`src/rtl/sbsc_defs.svh`:
```
// offsets, field positions, reset values and widths for the burst memory control
`ifndef SBSC_DEFS_SVH
`define SBSC_DEFS_SVH

`define SBSC_LANE_W       9
`define SBSC_PAR_POS      8
`define SBSC_MAX_LANES    4
`define SBSC_APB_AW       12
`define SBSC_APB_DW       32

`define SBSC_OFS_CFG      12'h000
`define SBSC_OFS_STAT     12'h004
`define SBSC_OFS_RDCNT    12'h008
`define SBSC_OFS_WRCNT    12'h00C

`define SBSC_CFG_PIPE     0
`define SBSC_CFG_ILEAVE   1
`define SBSC_CFG_NOPAR    2
`define SBSC_CFG_SLEEP    3
`define SBSC_CFG_W        4
`define SBSC_CFG_RST      4'h3

`define SBSC_ST_ADDR_LSB  0
`define SBSC_ST_ADDR_MSB  1
`define SBSC_ST_ACTIVE    2
`define SBSC_ST_WRITE     3
`define SBSC_ST_SLEEP     4
`define SBSC_ST_DRIVE     5

`define SBSC_BURST_RST    2'h0
`define SBSC_BURST_STEP   2'h1
`define SBSC_CNT_RST      32'h0000_0000
`define SBSC_CNT_STEP     32'h0000_0001

`endif

```
`src/rtl/sbsc_pkg.sv`:
```
// types shared by the burst memory control modules
package sbsc_pkg;
   typedef enum logic [1:0] {sbsc_idle, sbsc_read, sbsc_write} sbsc_state_t;
   typedef logic [1:0] sbsc_burst_t;
endpackage : sbsc_pkg

```
`src/rtl/sbsc_ctr_if.sv`:
```
// link between the control decode and the two-bit burst counter
`timescale 1ns/10ps
interface sbsc_ctr_if;
   logic                  load;
   logic                  advance;
   logic                  interleave;
   sbsc_pkg::sbsc_burst_t preset;
   sbsc_pkg::sbsc_burst_t addr_lo;
   modport ctl (output load, output advance, output interleave, output preset, input addr_lo);
   modport ctr (input load, input advance, input interleave, input preset, output addr_lo);
endinterface : sbsc_ctr_if

```
`src/rtl/sbsc_burst_ctr.sv`:
```
// two-bit burst address counter, linear or interleaved order
`timescale 1ns/10ps
`include "sbsc_defs.svh"
module sbsc_burst_ctr (
   input  wire logic pclk,     // clock
   input  wire logic presetn,  // async reset, low
   sbsc_ctr_if.ctr   cif       // load/advance in, low address out
);
   sbsc_pkg::sbsc_burst_t start_r;
   sbsc_pkg::sbsc_burst_t start_nxt;
   sbsc_pkg::sbsc_burst_t step_r;
   sbsc_pkg::sbsc_burst_t step_nxt;

   always_comb
   begin
      start_nxt = start_r;
      step_nxt  = step_r;
      if (cif.load)
      begin
         start_nxt = cif.preset;
         step_nxt  = `SBSC_BURST_RST;
      end
      else if (cif.advance)
      begin
         // two bits wrap by themselves, so the fifth address is the first again
         step_nxt = sbsc_pkg::sbsc_burst_t'(step_r + `SBSC_BURST_STEP);
      end
   end

   always_ff @(posedge pclk or negedge presetn)
   begin
      if (!presetn)
      begin
         start_r <= `SBSC_BURST_RST;
         step_r  <= `SBSC_BURST_RST;
      end
      else
      begin
         start_r <= start_nxt;
         step_r  <= step_nxt;
      end
   end

   assign cif.addr_lo = cif.interleave ? (start_r ^ step_r)
                                       : sbsc_pkg::sbsc_burst_t'(start_r + step_r);
endmodule : sbsc_burst_ctr

```
`src/rtl/sbsc_top.sv`:
```
// control logic of a synchronous burst static memory with an APB register port
// Notes on behaviour
// - low address bits preset the burst counter
// - one active-low write enable per lane
// - byte gate low writes only enabled lanes
// - global write low writes every lane
// - selected when first, third low, second high
// - advance low without strobe steps counter
// - two strobes, processor and cache, load address
// - output enable high turns drivers off
// - sleep high enters standby, low is normal
// - sleep defaults to normal operation
// - flow-through bypasses, pipeline registers read data
// - burst order selects linear or interleaved
// - linear order counts up modulo four
// - interleaved order is start xor step
// - reads drive all byte lanes
// - writes keep every data pin undriven
// - lanes c and d only in wide build
// - parity select high gives 32-bit data
// - first enable high with cache strobe deselects
// - processor strobe when enabled starts read burst
// - no strobe continues or suspends the burst
// - reads with outputs off still advance counter
//
// Chosen here: the APB slave port and the placing of the registers.
`timescale 1ns/10ps
`include "sbsc_defs.svh"
module sbsc_top #(
   parameter int LANES  = `SBSC_MAX_LANES, // 4 wide build, 2 narrow build
   parameter int HI_W   = 16,              // upper address bits
   parameter int LANE_W = `SBSC_LANE_W     // 8 data bits and a parity bit
) (
   input  wire logic                        pclk,              // clock
   input  wire logic                        presetn,           // async reset, low
   input  wire logic [`SBSC_APB_AW-1:0]     paddr,             // apb address
   input  wire logic                        psel,              // apb select
   input  wire logic                        penable,           // apb enable
   input  wire logic                        pwrite,            // apb direction
   input  wire logic [`SBSC_APB_DW-1:0]     pwdata,            // apb write data
   output logic      [`SBSC_APB_DW-1:0]     prdata,            // apb read data
   output logic                             pready,            // apb ready
   output logic                             pslverr,           // apb error
   input  wire logic [HI_W-1:0]             addr_hi,           // upper address
   input  wire logic                        addr_bit0_preset,  // address bit 0
   input  wire logic                        addr_bit1_preset,  // address bit 1
   input  wire logic                        select_first_n,    // chip enable 1, low
   input  wire logic                        select_second,     // chip enable 2, high
   input  wire logic                        select_third_n,    // chip enable 3, low
   input  wire logic                        processor_strobe_n,// processor strobe, low
   input  wire logic                        cache_strobe_n,    // cache strobe, low
   input  wire logic                        counter_advance_n, // burst advance, low
   input  wire logic                        write_all_lanes_n, // global write, low
   input  wire logic                        byte_write_gate_n, // byte write gate, low
   input  wire logic                        lane_a_write_n,    // lane a write, low
   input  wire logic                        lane_b_write_n,    // lane b write, low
   input  wire logic                        lane_c_write_n,    // lane c write, low
   input  wire logic                        lane_d_write_n,    // lane d write, low
   input  wire logic                        output_enable_n,   // output enable, low
   input  wire logic                        sleep_request,     // standby request, high
   input  wire logic [LANES*LANE_W-1:0]     dq_in,             // data pins, input side
   output logic      [LANES*LANE_W-1:0]     dq_out,            // data pins, output side
   output logic      [LANES*LANE_W-1:0]     dq_oe,             // data pins, drive enable
   output logic      [HI_W+1:0]             mem_addr,          // array address
   output logic      [LANES*LANE_W-1:0]     mem_bit_we,        // array bit write enables
   output logic      [LANES*LANE_W-1:0]     mem_wdata,         // array write data
   input  wire logic [LANES*LANE_W-1:0]     mem_rdata          // array read data
);
   localparam int DQ_W = LANES * LANE_W;

   // bit mask covering the chosen lanes; parity bits dropped in 32-bit mode
   function automatic logic [DQ_W-1:0] lane_mask(input logic [LANES-1:0] lanes,
                                                 input logic            no_par);
      logic [DQ_W-1:0] m;
      m = '0;
      for (int l = 0; l < LANES; l++)
      begin
         for (int b = 0; b < LANE_W; b++)
         begin
            m[l*LANE_W+b] = lanes[l] & ~(no_par & (b == `SBSC_PAR_POS));
         end
      end
      return m;
   endfunction : lane_mask

   sbsc_ctr_if cif ();

   logic [`SBSC_CFG_W-1:0]   cfg_r;
   logic [`SBSC_CFG_W-1:0]   cfg_nxt;
   logic [`SBSC_APB_DW-1:0]  prdata_r;
   logic [`SBSC_APB_DW-1:0]  prdata_nxt;
   logic [`SBSC_APB_DW-1:0]  rd_cnt_r;
   logic [`SBSC_APB_DW-1:0]  rd_cnt_nxt;
   logic [`SBSC_APB_DW-1:0]  wr_cnt_r;
   logic [`SBSC_APB_DW-1:0]  wr_cnt_nxt;
   sbsc_pkg::sbsc_state_t    state_r;
   sbsc_pkg::sbsc_state_t    state_nxt;
   logic [HI_W-1:0]          addr_hi_r;
   logic [HI_W-1:0]          addr_hi_nxt;
   logic [LANES-1:0]         we_r;
   logic [LANES-1:0]         we_nxt;
   logic [DQ_W-1:0]          wdata_r;
   logic [DQ_W-1:0]          rdata_r;
   logic                     rd_pipe_r;
   logic                     rd_pipe_nxt;

   logic                     cfg_pipe;
   logic                     cfg_ileave;
   logic                     cfg_nopar;
   logic                     sleep_eff;
   logic                     chip_sel;
   logic                     proc_load;
   logic                     strobe;
   logic [`SBSC_MAX_LANES-1:0] lane_low_all;
   logic [LANES-1:0]         lane_low;
   logic [LANES-1:0]         wr_lanes;
   logic                     is_write;
   logic                     load;
   logic                     advance;
   logic                     drive;
   logic                     acc;
   logic                     hit_cfg;
   logic                     hit_stat;
   logic                     hit_rd;
   logic                     hit_wr;
   logic [`SBSC_APB_DW-1:0]  status;

   assign cfg_pipe   = cfg_r[`SBSC_CFG_PIPE];
   assign cfg_ileave = cfg_r[`SBSC_CFG_ILEAVE];
   assign cfg_nopar  = cfg_r[`SBSC_CFG_NOPAR];
   // the software bit resets to 0, so an idle pin means normal operation
   assign sleep_eff  = sleep_request | cfg_r[`SBSC_CFG_SLEEP];

   // command decode of the pins, all sampled at the next rising edge
   always_comb
   begin
      chip_sel     = ~select_first_n & select_second & ~select_third_n;
      // processor strobe only counts while the first enable is low
      proc_load    = ~processor_strobe_n & ~select_first_n;
      strobe       = ~cache_strobe_n | proc_load;
      lane_low_all = ~{lane_d_write_n, lane_c_write_n, lane_b_write_n, lane_a_write_n};
      // lanes c and d fall away in the narrow build
      lane_low     = lane_low_all[LANES-1:0];
      if (!write_all_lanes_n)
      begin
         wr_lanes = '1;
      end
      else if (!byte_write_gate_n)
      begin
         wr_lanes = lane_low;
      end
      else
      begin
         wr_lanes = '0;
      end
      is_write = |wr_lanes;
   end

   // cycle state, external address and lane enables
   always_comb
   begin
      state_nxt   = sbsc_pkg::sbsc_idle;
      addr_hi_nxt = addr_hi_r;
      we_nxt      = '0;
      load        = 1'b0;
      advance     = 1'b0;
      if (sleep_eff)
      begin
         // standby: nothing is started and the burst position is kept
         state_nxt = sbsc_pkg::sbsc_idle;
      end
      else if (strobe)
      begin
         if (chip_sel)
         begin
            load        = 1'b1;
            addr_hi_nxt = addr_hi;
            if (proc_load)
            begin
               state_nxt = sbsc_pkg::sbsc_read;
            end
            else if (is_write)
            begin
               state_nxt = sbsc_pkg::sbsc_write;
               we_nxt    = wr_lanes;
            end
            else
            begin
               state_nxt = sbsc_pkg::sbsc_read;
            end
         end
         else
         begin
            state_nxt = sbsc_pkg::sbsc_idle;
         end
      end
      else if (state_r != sbsc_pkg::sbsc_idle)
      begin
         // continue on advance low, otherwise repeat the current address
         advance = ~counter_advance_n;
         if (is_write)
         begin
            state_nxt = sbsc_pkg::sbsc_write;
            we_nxt    = wr_lanes;
         end
         else
         begin
            state_nxt = sbsc_pkg::sbsc_read;
         end
      end
   end

   always_ff @(posedge pclk or negedge presetn)
   begin
      if (!presetn)
      begin
         state_r   <= sbsc_pkg::sbsc_idle;
         addr_hi_r <= '0;
         we_r      <= '0;
         wdata_r   <= '0;
      end
      else
      begin
         state_r   <= state_nxt;
         addr_hi_r <= addr_hi_nxt;
         we_r      <= we_nxt;
         wdata_r   <= dq_in;
      end
   end

   assign cif.load       = load;
   assign cif.advance    = advance;
   assign cif.interleave = cfg_ileave;
   assign cif.preset     = {addr_bit1_preset, addr_bit0_preset};

   sbsc_burst_ctr u_ctr (
      .pclk    (pclk),
      .presetn (presetn),
      .cif     (cif)
   );

   // array side
   assign mem_addr   = {addr_hi_r, cif.addr_lo};
   assign mem_wdata  = wdata_r;
   assign mem_bit_we = (state_r == sbsc_pkg::sbsc_write) ? lane_mask(we_r, cfg_nopar) : '0;

   // output data register, used only in pipeline mode
   always_comb
   begin
      rd_pipe_nxt = (state_r == sbsc_pkg::sbsc_read);
   end

   always_ff @(posedge pclk or negedge presetn)
   begin
      if (!presetn)
      begin
         rd_pipe_r <= 1'b0;
         rdata_r   <= '0;
      end
      else
      begin
         rd_pipe_r <= rd_pipe_nxt;
         rdata_r   <= mem_rdata;
      end
   end

   // pipeline trades a cycle of latency for a registered output
   assign dq_out = cfg_pipe ? rdata_r : mem_rdata;
   assign drive  = (cfg_pipe ? rd_pipe_r : (state_r == sbsc_pkg::sbsc_read))
                   & (state_r != sbsc_pkg::sbsc_write);
   // output enable and sleep gate the drivers without waiting for a clock
   assign dq_oe  = (drive & ~output_enable_n & ~sleep_eff)
                   ? lane_mask('1, cfg_nopar) : '0;

   // register port: zero wait states
   assign acc      = psel & penable;
   assign hit_cfg  = (paddr == `SBSC_OFS_CFG);
   assign hit_stat = (paddr == `SBSC_OFS_STAT);
   assign hit_rd   = (paddr == `SBSC_OFS_RDCNT);
   assign hit_wr   = (paddr == `SBSC_OFS_WRCNT);
   assign pready   = 1'b1;
   // status is read only; writes there and unmapped addresses are refused
   assign pslverr  = acc & ~(hit_cfg | hit_rd | hit_wr | (hit_stat & ~pwrite));
   assign prdata   = prdata_r;

   always_comb
   begin
      status = '0;
      status[`SBSC_ST_ADDR_MSB:`SBSC_ST_ADDR_LSB] = cif.addr_lo;
      status[`SBSC_ST_ACTIVE] = (state_r != sbsc_pkg::sbsc_idle);
      status[`SBSC_ST_WRITE]  = (state_r == sbsc_pkg::sbsc_write);
      status[`SBSC_ST_SLEEP]  = sleep_eff;
      status[`SBSC_ST_DRIVE]  = |dq_oe;
   end

   always_comb
   begin
      cfg_nxt    = cfg_r;
      prdata_nxt = prdata_r;
      rd_cnt_nxt = rd_cnt_r;
      wr_cnt_nxt = wr_cnt_r;
      if (acc & pwrite & hit_cfg)
      begin
         cfg_nxt = pwdata[`SBSC_CFG_W-1:0];
      end
      if (acc & pwrite & hit_rd)
      begin
         rd_cnt_nxt = `SBSC_CNT_RST;
      end
      if (acc & pwrite & hit_wr)
      begin
         wr_cnt_nxt = `SBSC_CNT_RST;
      end
      // a cycle landing on the clearing write still counts
      if (state_r == sbsc_pkg::sbsc_read)
      begin
         rd_cnt_nxt = rd_cnt_nxt + `SBSC_CNT_STEP;
      end
      if (state_r == sbsc_pkg::sbsc_write)
      begin
         wr_cnt_nxt = wr_cnt_nxt + `SBSC_CNT_STEP;
      end
      if (psel & ~penable & ~pwrite)
      begin
         if (hit_cfg)
         begin
            prdata_nxt = {{(`SBSC_APB_DW-`SBSC_CFG_W){1'b0}}, cfg_r};
         end
         else if (hit_stat)
         begin
            prdata_nxt = status;
         end
         else if (hit_rd)
         begin
            prdata_nxt = rd_cnt_r;
         end
         else if (hit_wr)
         begin
            prdata_nxt = wr_cnt_r;
         end
         else
         begin
            prdata_nxt = '0;
         end
      end
   end

   always_ff @(posedge pclk or negedge presetn)
   begin
      if (!presetn)
      begin
         cfg_r    <= `SBSC_CFG_RST;
         prdata_r <= `SBSC_CNT_RST;
         rd_cnt_r <= `SBSC_CNT_RST;
         wr_cnt_r <= `SBSC_CNT_RST;
      end
      else
      begin
         cfg_r    <= cfg_nxt;
         prdata_r <= prdata_nxt;
         rd_cnt_r <= rd_cnt_nxt;
         wr_cnt_r <= wr_cnt_nxt;
      end
   end
endmodule : sbsc_top

```
`config.mk`:
```
export PLATFORM = sky130hd
export DESIGN_NAME = sbsc_top
export DESIGN_NICKNAME = d
export VERILOG_FILES = /design/src/rtl/sbsc_pkg.sv /design/src/rtl/sbsc_ctr_if.sv /design/src/rtl/sbsc_burst_ctr.sv /design/src/rtl/sbsc_top.sv
export VERILOG_INCLUDE_DIRS = /design/src /design/src/rtl
export SDC_FILE = /design/constraint.sdc
export NUM_CORES = 1
export LEC_CHECK = 0
export BUFFER_PORTS_ARGS = -buffer_cell sky130_fd_sc_hd__buf_2
export CAP_MARGIN = 10
export CORE_ASPECT_RATIO = 1.25
export CORE_MARGIN = 4
export CORE_UTILIZATION = 55
export CTS_BUF_LIST = sky130_fd_sc_hd__clkbuf_4 sky130_fd_sc_hd__clkbuf_8
export DETAILED_ROUTE_END_ITERATION = 12
export GPL_ROUTABILITY_DRIVEN = 0
export PLACE_DENSITY = 0.95
export SLEW_MARGIN = 20
export SYNTH_ARGS = -nofsm -noshare
export SYNTH_HDL_FRONTEND = slang
export SYNTH_HIERARCHICAL = 1
export SYNTH_SLANG_ARGS = --single-unit
```
`constraint.sdc`:
```
create_clock -name pclk -period 4.05 [get_ports pclk]
set_clock_uncertainty 0.15 [all_clocks]
set_input_delay 0.81 -clock pclk [delete_from_list [all_inputs] [get_ports pclk]]
set_output_delay 0.81 -clock pclk [all_outputs]
set_load 0.02 [all_outputs]
```
# Word-level counts from Yosys, hierarchy flattened
# Cells that the tools add are included.
[word_totals] ff_bits=199 inputBits=153 output_inout_bits=196 elab_cells=100
[op_classes] addsub=4 eq_ne=6 mux=35 bitwise=37 n_reduce_logical=6
[op_table] cell="32-bit 2-to-1 mux" n=8
[op_table] cell="36-bit 2-to-1 mux" n=3
[op_table] cell="32-bit by 1-bit adder with 32-bit output, second input constant" n=2
[op_table] cell="36-bit OR reduction" n=1
[op_table] cell="4-bit 2-to-1 mux" n=8
[op_table] cell="12-bit by 4-bit == test with 1-bit output, second input constant" n=2
[op_table] cell="1-bit bitwise AND" n=19
[op_table] cell="2-bit 2-to-1 mux" n=9
[op_table] cell="12-bit by 3-bit == test with 1-bit output, second input constant" n=1
[op_table] cell="12-bit zero test" n=1
[op_table] cell="1-bit inverter" n=11
[op_table] cell="1-bit 2-to-1 mux" n=7
[op_table] cell="1-bit OR" n=5
[op_table] cell="4-bit inverter" n=1
[op_table] cell="2-bit nonzero test" n=2
[op_table] cell="4-bit OR reduction" n=1
[op_table] cell="3-bit AND reduction" n=1
[op_table] cell="2-bit by 1-bit adder with 2-bit output, second input constant" n=1
[op_table] cell="2-bit adder" n=1
[op_table] cell="2-bit by 1-bit == test with 1-bit output, second input constant" n=1
[op_table] cell="2-bit == test, second input constant" n=1
[op_table] cell="2-bit inequality test, second input constant" n=1
[op_table] cell="2-bit bitwise XOR" n=1

# Depth between registers and ports, before layout
[depth] word_depth=9 depth_mapped=12 depth_no_buf=9

# Hierarchy
# Netlist, hierarchy kept.
[modules_own_cells] module="sbsc_top" n_inst=1 cells_per_inst=771 area_per_inst_um2=8872.3 seq_area_each_um2=4882.2
[modules_own_cells] module="sbsc_burst_ctr" n_inst=1 cells_per_inst=16 area_per_inst_um2=201.4 seq_area_each_um2=100.1

# Worst setup path after synthesis
# OpenSTA, ideal clock, no wires.
[synth_timing] kind="input port to output port" start="input sleep_request" end="output dq_oe[17]" t_arrival_ps=2856 required_time_ps=3090 setup_slack_ps=234 cell_stages=6 n_path_buf=2 path_cell_list="or2_2 > clkbuf_1 > nor2_1 > and2_1 > nor2b_1 > buf_4"
[synth_between] elab_chain_len=4
[synth_rtl] element="start, declared" line_no="sbsc_top.sv:60" text="input wire logic sleep_request,"
[synth_rtl] element="1-bit OR" line_no="sbsc_top.sv:132" text="assign sleep_eff = sleep_request | cfg_r[`SBSC_CFG_SLEEP];"
[synth_rtl] element="1-bit inverter" line_no="sbsc_top.sv:272" text="assign dq_oe = (drive & ~output_enable_n & ~sleep_eff)"
[synth_rtl] element="1-bit bitwise AND" line_no="sbsc_top.sv:272"
[synth_rtl] element="36-bit 2-to-1 mux" line_no="sbsc_top.sv:273" text="? lane_mask('1, cfg_nopar) : '0;"
[synth_rtl] element="end, declared" line_no="sbsc_top.sv:63" text="output logic [LANES*LANE_W-1:0] dq_oe,"
# No other way between the ends.

# Worst setup path in the final report
[layout_timing] start="register state_r[0]" end="output dq_oe[35]"
[layout_between] elab_chain_len=6 word_cells_on_any_way=7 classes_between="2 x eq/ne; 2 x mux; 3 x bitwise"
[layout_rtl] element="start, declared" line_no="sbsc_top.sv:96" text="sbsc_pkg::sbsc_state_t state_r;"
[layout_rtl] element="start signal, assigned" line_no="sbsc_top.sv:217" text="state_r <= sbsc_pkg::sbsc_idle;"
[layout_rtl] element="start signal, assigned" line_no="sbsc_top.sv:224" text="state_r <= state_nxt;"
[layout_rtl] element="2-bit by 1-bit == test with 1-bit output" line_no="sbsc_top.sv:269" text="assign drive = (cfg_pipe ? rd_pipe_r : (state_r == sbsc_pkg::sbsc_read))"
[layout_rtl] element="1-bit 2-to-1 mux" line_no="sbsc_top.sv:269"
[layout_rtl] element="1-bit bitwise AND *" line_no="sbsc_top.sv:270" text="& (state_r != sbsc_pkg::sbsc_write);"
[layout_rtl] element="1-bit bitwise AND * (2 in series)" line_no="sbsc_top.sv:272"
[layout_rtl] element="36-bit 2-to-1 mux *" line_no="sbsc_top.sv:273"
# Every way passes the cells marked *; elsewhere a longest branch is shown, timed or not.

==> run summary <==
# nets final = 1,196
area leader, netlist = dfrtp_1
HPWL after DPL = 19,900 um
CTS Root Cell = clkbuf_8
WL/cell = 20.4 um
# Post-CTS Setup Buffers = 0
Max Freq = 295 MHz
routing usage on met3 = 0.0821
cts repair resizes = 0
Syn Inst Count = 787
total CTS buffers = 17
Max clock buf depth = 2
Post-Route WL = 25,900 um
Post-synth EDFFs = 0
WP data required = 3.09 ns
cell mode on critical path = nor2b_1
clock slew at reported path FFs = 0.10 ns
crit-path max FO = 33
leakage power = 5.21 nW
met1 usage = 0.354
top_reg_cell synth = dfrtp_1
number of global-route vias before repair = 7,334
global-route wire length before repair = 40,100 um
minimum clock period = 3.39 ns
startpoint types = flip-flop
Crit. End Element = output port
post-synthesis area per instance = 11.5 sq um
largest net degree at the start of global routing = 103
Largest delay share family, worst path = simple AND/OR/NAND/NOR gates
Max-cap violations = 0
I/O pin count = 349
GR Util met2 = 0.470
final hold vios = 0
GRT Total Usage = 0.282
Seq/Total Area, Yosys = 0.549
Vias = 7,337
Area Overhead vs Synth = 19.3%
status = completed
initial DRC count = 880
most frequent cells in the layout = buf_2 (318), dfrtp_1 (197), mux2_2 (59)
TNS Setup = 0 ns
Final Max Slew Viols = 0
via density per instance = 5.77
CP max stage cell = dfrtp_1
DRC = 0
worst path cell trace = nor2b_1, o2bb2ai_1, and2_1, buf_4, nor2b_1, buf_2
final period utilization = 0.838
Worst-Margin Slew = 0.879 ns
Die Ht = 152 um
asr flop ratio synth = 1.00
crit path buf inv count = 2
commonest non-fill, non-tap cell in the layout = buf_2
share of cells above drive strength 1 = 0.430
Post-Syn Nets = 943
Hold Worst Slack = 0.272 ns
clk sink count = 199
RSZ-0062 raised after global routing = no
fill cell count = 1,168
worst vdd ir = 0.310 mV
flop and latch count out of synthesis = 199
drt first pass iters = 6
Die Span X = 123 um
Hold Path Class = in2async
Most Used Layer, Global Route = met2
crit-path max cell delay = 0.44 ns
Yosys cell types = 59
crit path DAT = 2.43 ns
TritonCTS clock tree = built
num rows = 52
Core ar. = 0.0162 sq mm
# setup viols final = 0
PortBufs = 319
Area contributors post-synth = dfrtp_1 (54%), mux2_2 (7.3%), buf_4 (5.2%)
Synth top area share = 0.543
Slew Limit Headroom = 0.413
initial antenna violation count = 5
die area = 0.0186 sq mm
Clk Latency, worst-skew pair = 0.47 ns
# H-tree levels = 4
hold buffers post-CTS = 0
Post-Syn Area = 0.00907 sq mm
critical path class = reg2out
Synth Warn # = 6
PwrDens = 365 mW/mm^2
post-route ant nets = 0
Initial Util = 0.560
global route overflow = 0
==> worst paths after layout <==
path	cells past startpoint	endpoint	startpoint	slack (ns)
worst max-delay path	6	dq_oe[35]	state_r[0]$_DFF_PN0_	0.66
worst min-delay path	1	prdata[31]$_DFFE_PN0P_	presetn	0.27
worst max register to register	7	wr_cnt_r[30]$_DFF_PN0_	wr_cnt_r[0]$_DFF_PN0_	1.37
worst min register to register	2	prdata[29]$_DFFE_PN0P_	prdata[29]$_DFFE_PN0P_	0.34
max in group asynchronous	2	rd_cnt_r[2]$_DFF_PN0_	presetn	2.65
min in group pclk	1	mem_wdata[27]$_DFF_PN0_	dq_in[27]	0.29
==> registers in the layout (all words and copies together), names as in the netlist <==
name	cells
rdata_r	36
state_r	2
cfg_r	4
u_ctr/start_r	2
addr_hi_r	16
u_ctr/step_r	2
rd_cnt_r	32
wr_cnt_r	32
prdata	32
rd_pipe_r	1
we_r	4
mem_wdata	36
==> cells by family after synthesis <==
kind of cell,count (synthesis),synth area share
AO/OA/AOI/OAI,133,0.0987
AND/OR/NAND/NOR,236,0.151
buffers and inverters,120,0.0816
XOR/XNOR,26,0.0251
other,1,0.000413
flip-flops,199,0.549
adder cells (fa/ha/maj),3,0.00414
multiplexers,69,0.0898
==> layer usage <==
| metal | vias to the layer above | part of all wire |
|---|---|---|
| li1 | 3281 | - |
| met1 | 3545 | 0.36 |
| met2 | 432 | 0.50 |
| met3 | 73 | 0.10 |
| met4 | 6 | 0.030 |
| met5 | - | 0.0016 |
==> per-stage QoR <==
step / instances / worst slack (ns) / total power (W) / cell area (sq um) / util
6_report: 1272 / 0.657 / 0.00395 / 10800 / 0.668
5_1_grt: 1269 / 0.408 / 0.00412 / 10800 / 0.668
4_1_cts: 1268 / 0.634 / 0.00397 / 10800 / 0.668
3_5_place_dp: 1237 / 0.528 / 0.00272 / 10400 / 0.643
3_3_place_gp: 1237 / 0.623 / 0.00269 / 10400 / 0.643
2_1_floorplan: 787 / 0.234 / 0.00245 / 9070 / -
==> cell usage after synthesis, drive strengths merged, types with 7 or more instances <==
| cell type | count |
|---|---|
| a221o | 23 |
| buf | 73 |
| inv | 19 |
| o21ai | 32 |
| or4 | 28 |
| a21oi | 40 |
| nor3 | 16 |
| dfrtp | 197 |
| o31ai | 23 |
| xnor2 | 19 |
| xor2 | 7 |
| clkbuf | 28 |
| and2 | 11 |
| nor2b | 23 |
| nor4 | 10 |
| nand4 | 16 |
| nand2 | 38 |
| nand3 | 20 |
| mux2 | 59 |
| nor2 | 34 |
| or3 | 16 |
==> area by class of cell <==
cell class | instances | area (sq um) | share of cell area
flip-flops and latches | 199 | 4980 | 0.460
multi-input cells | 468 | 3360 | 0.310
repair buffers | 335 | 1740 | 0.161
well taps | 216 | 270 | 0.0250
clock buffers | 17 | 234 | 0.0216
clock inverters | 14 | 163 | 0.0150
inverters | 19 | 71.3 | 0.00659
diodes | 4 | 10.0 | 0.000925
==> report_power, final <==
part	total, W	leakage [nW]	internal (W)	switching [W]
sequential	0.00216	2.42	0.00209	0.0000674
combinational	0.000524	2.59	0.000204	0.000320
clock	0.00127	0.200	0.000518	0.000754
total	0.00395	5.21	0.00281	0.00114
No activity file was read; power rests on OpenSTA's default activity.
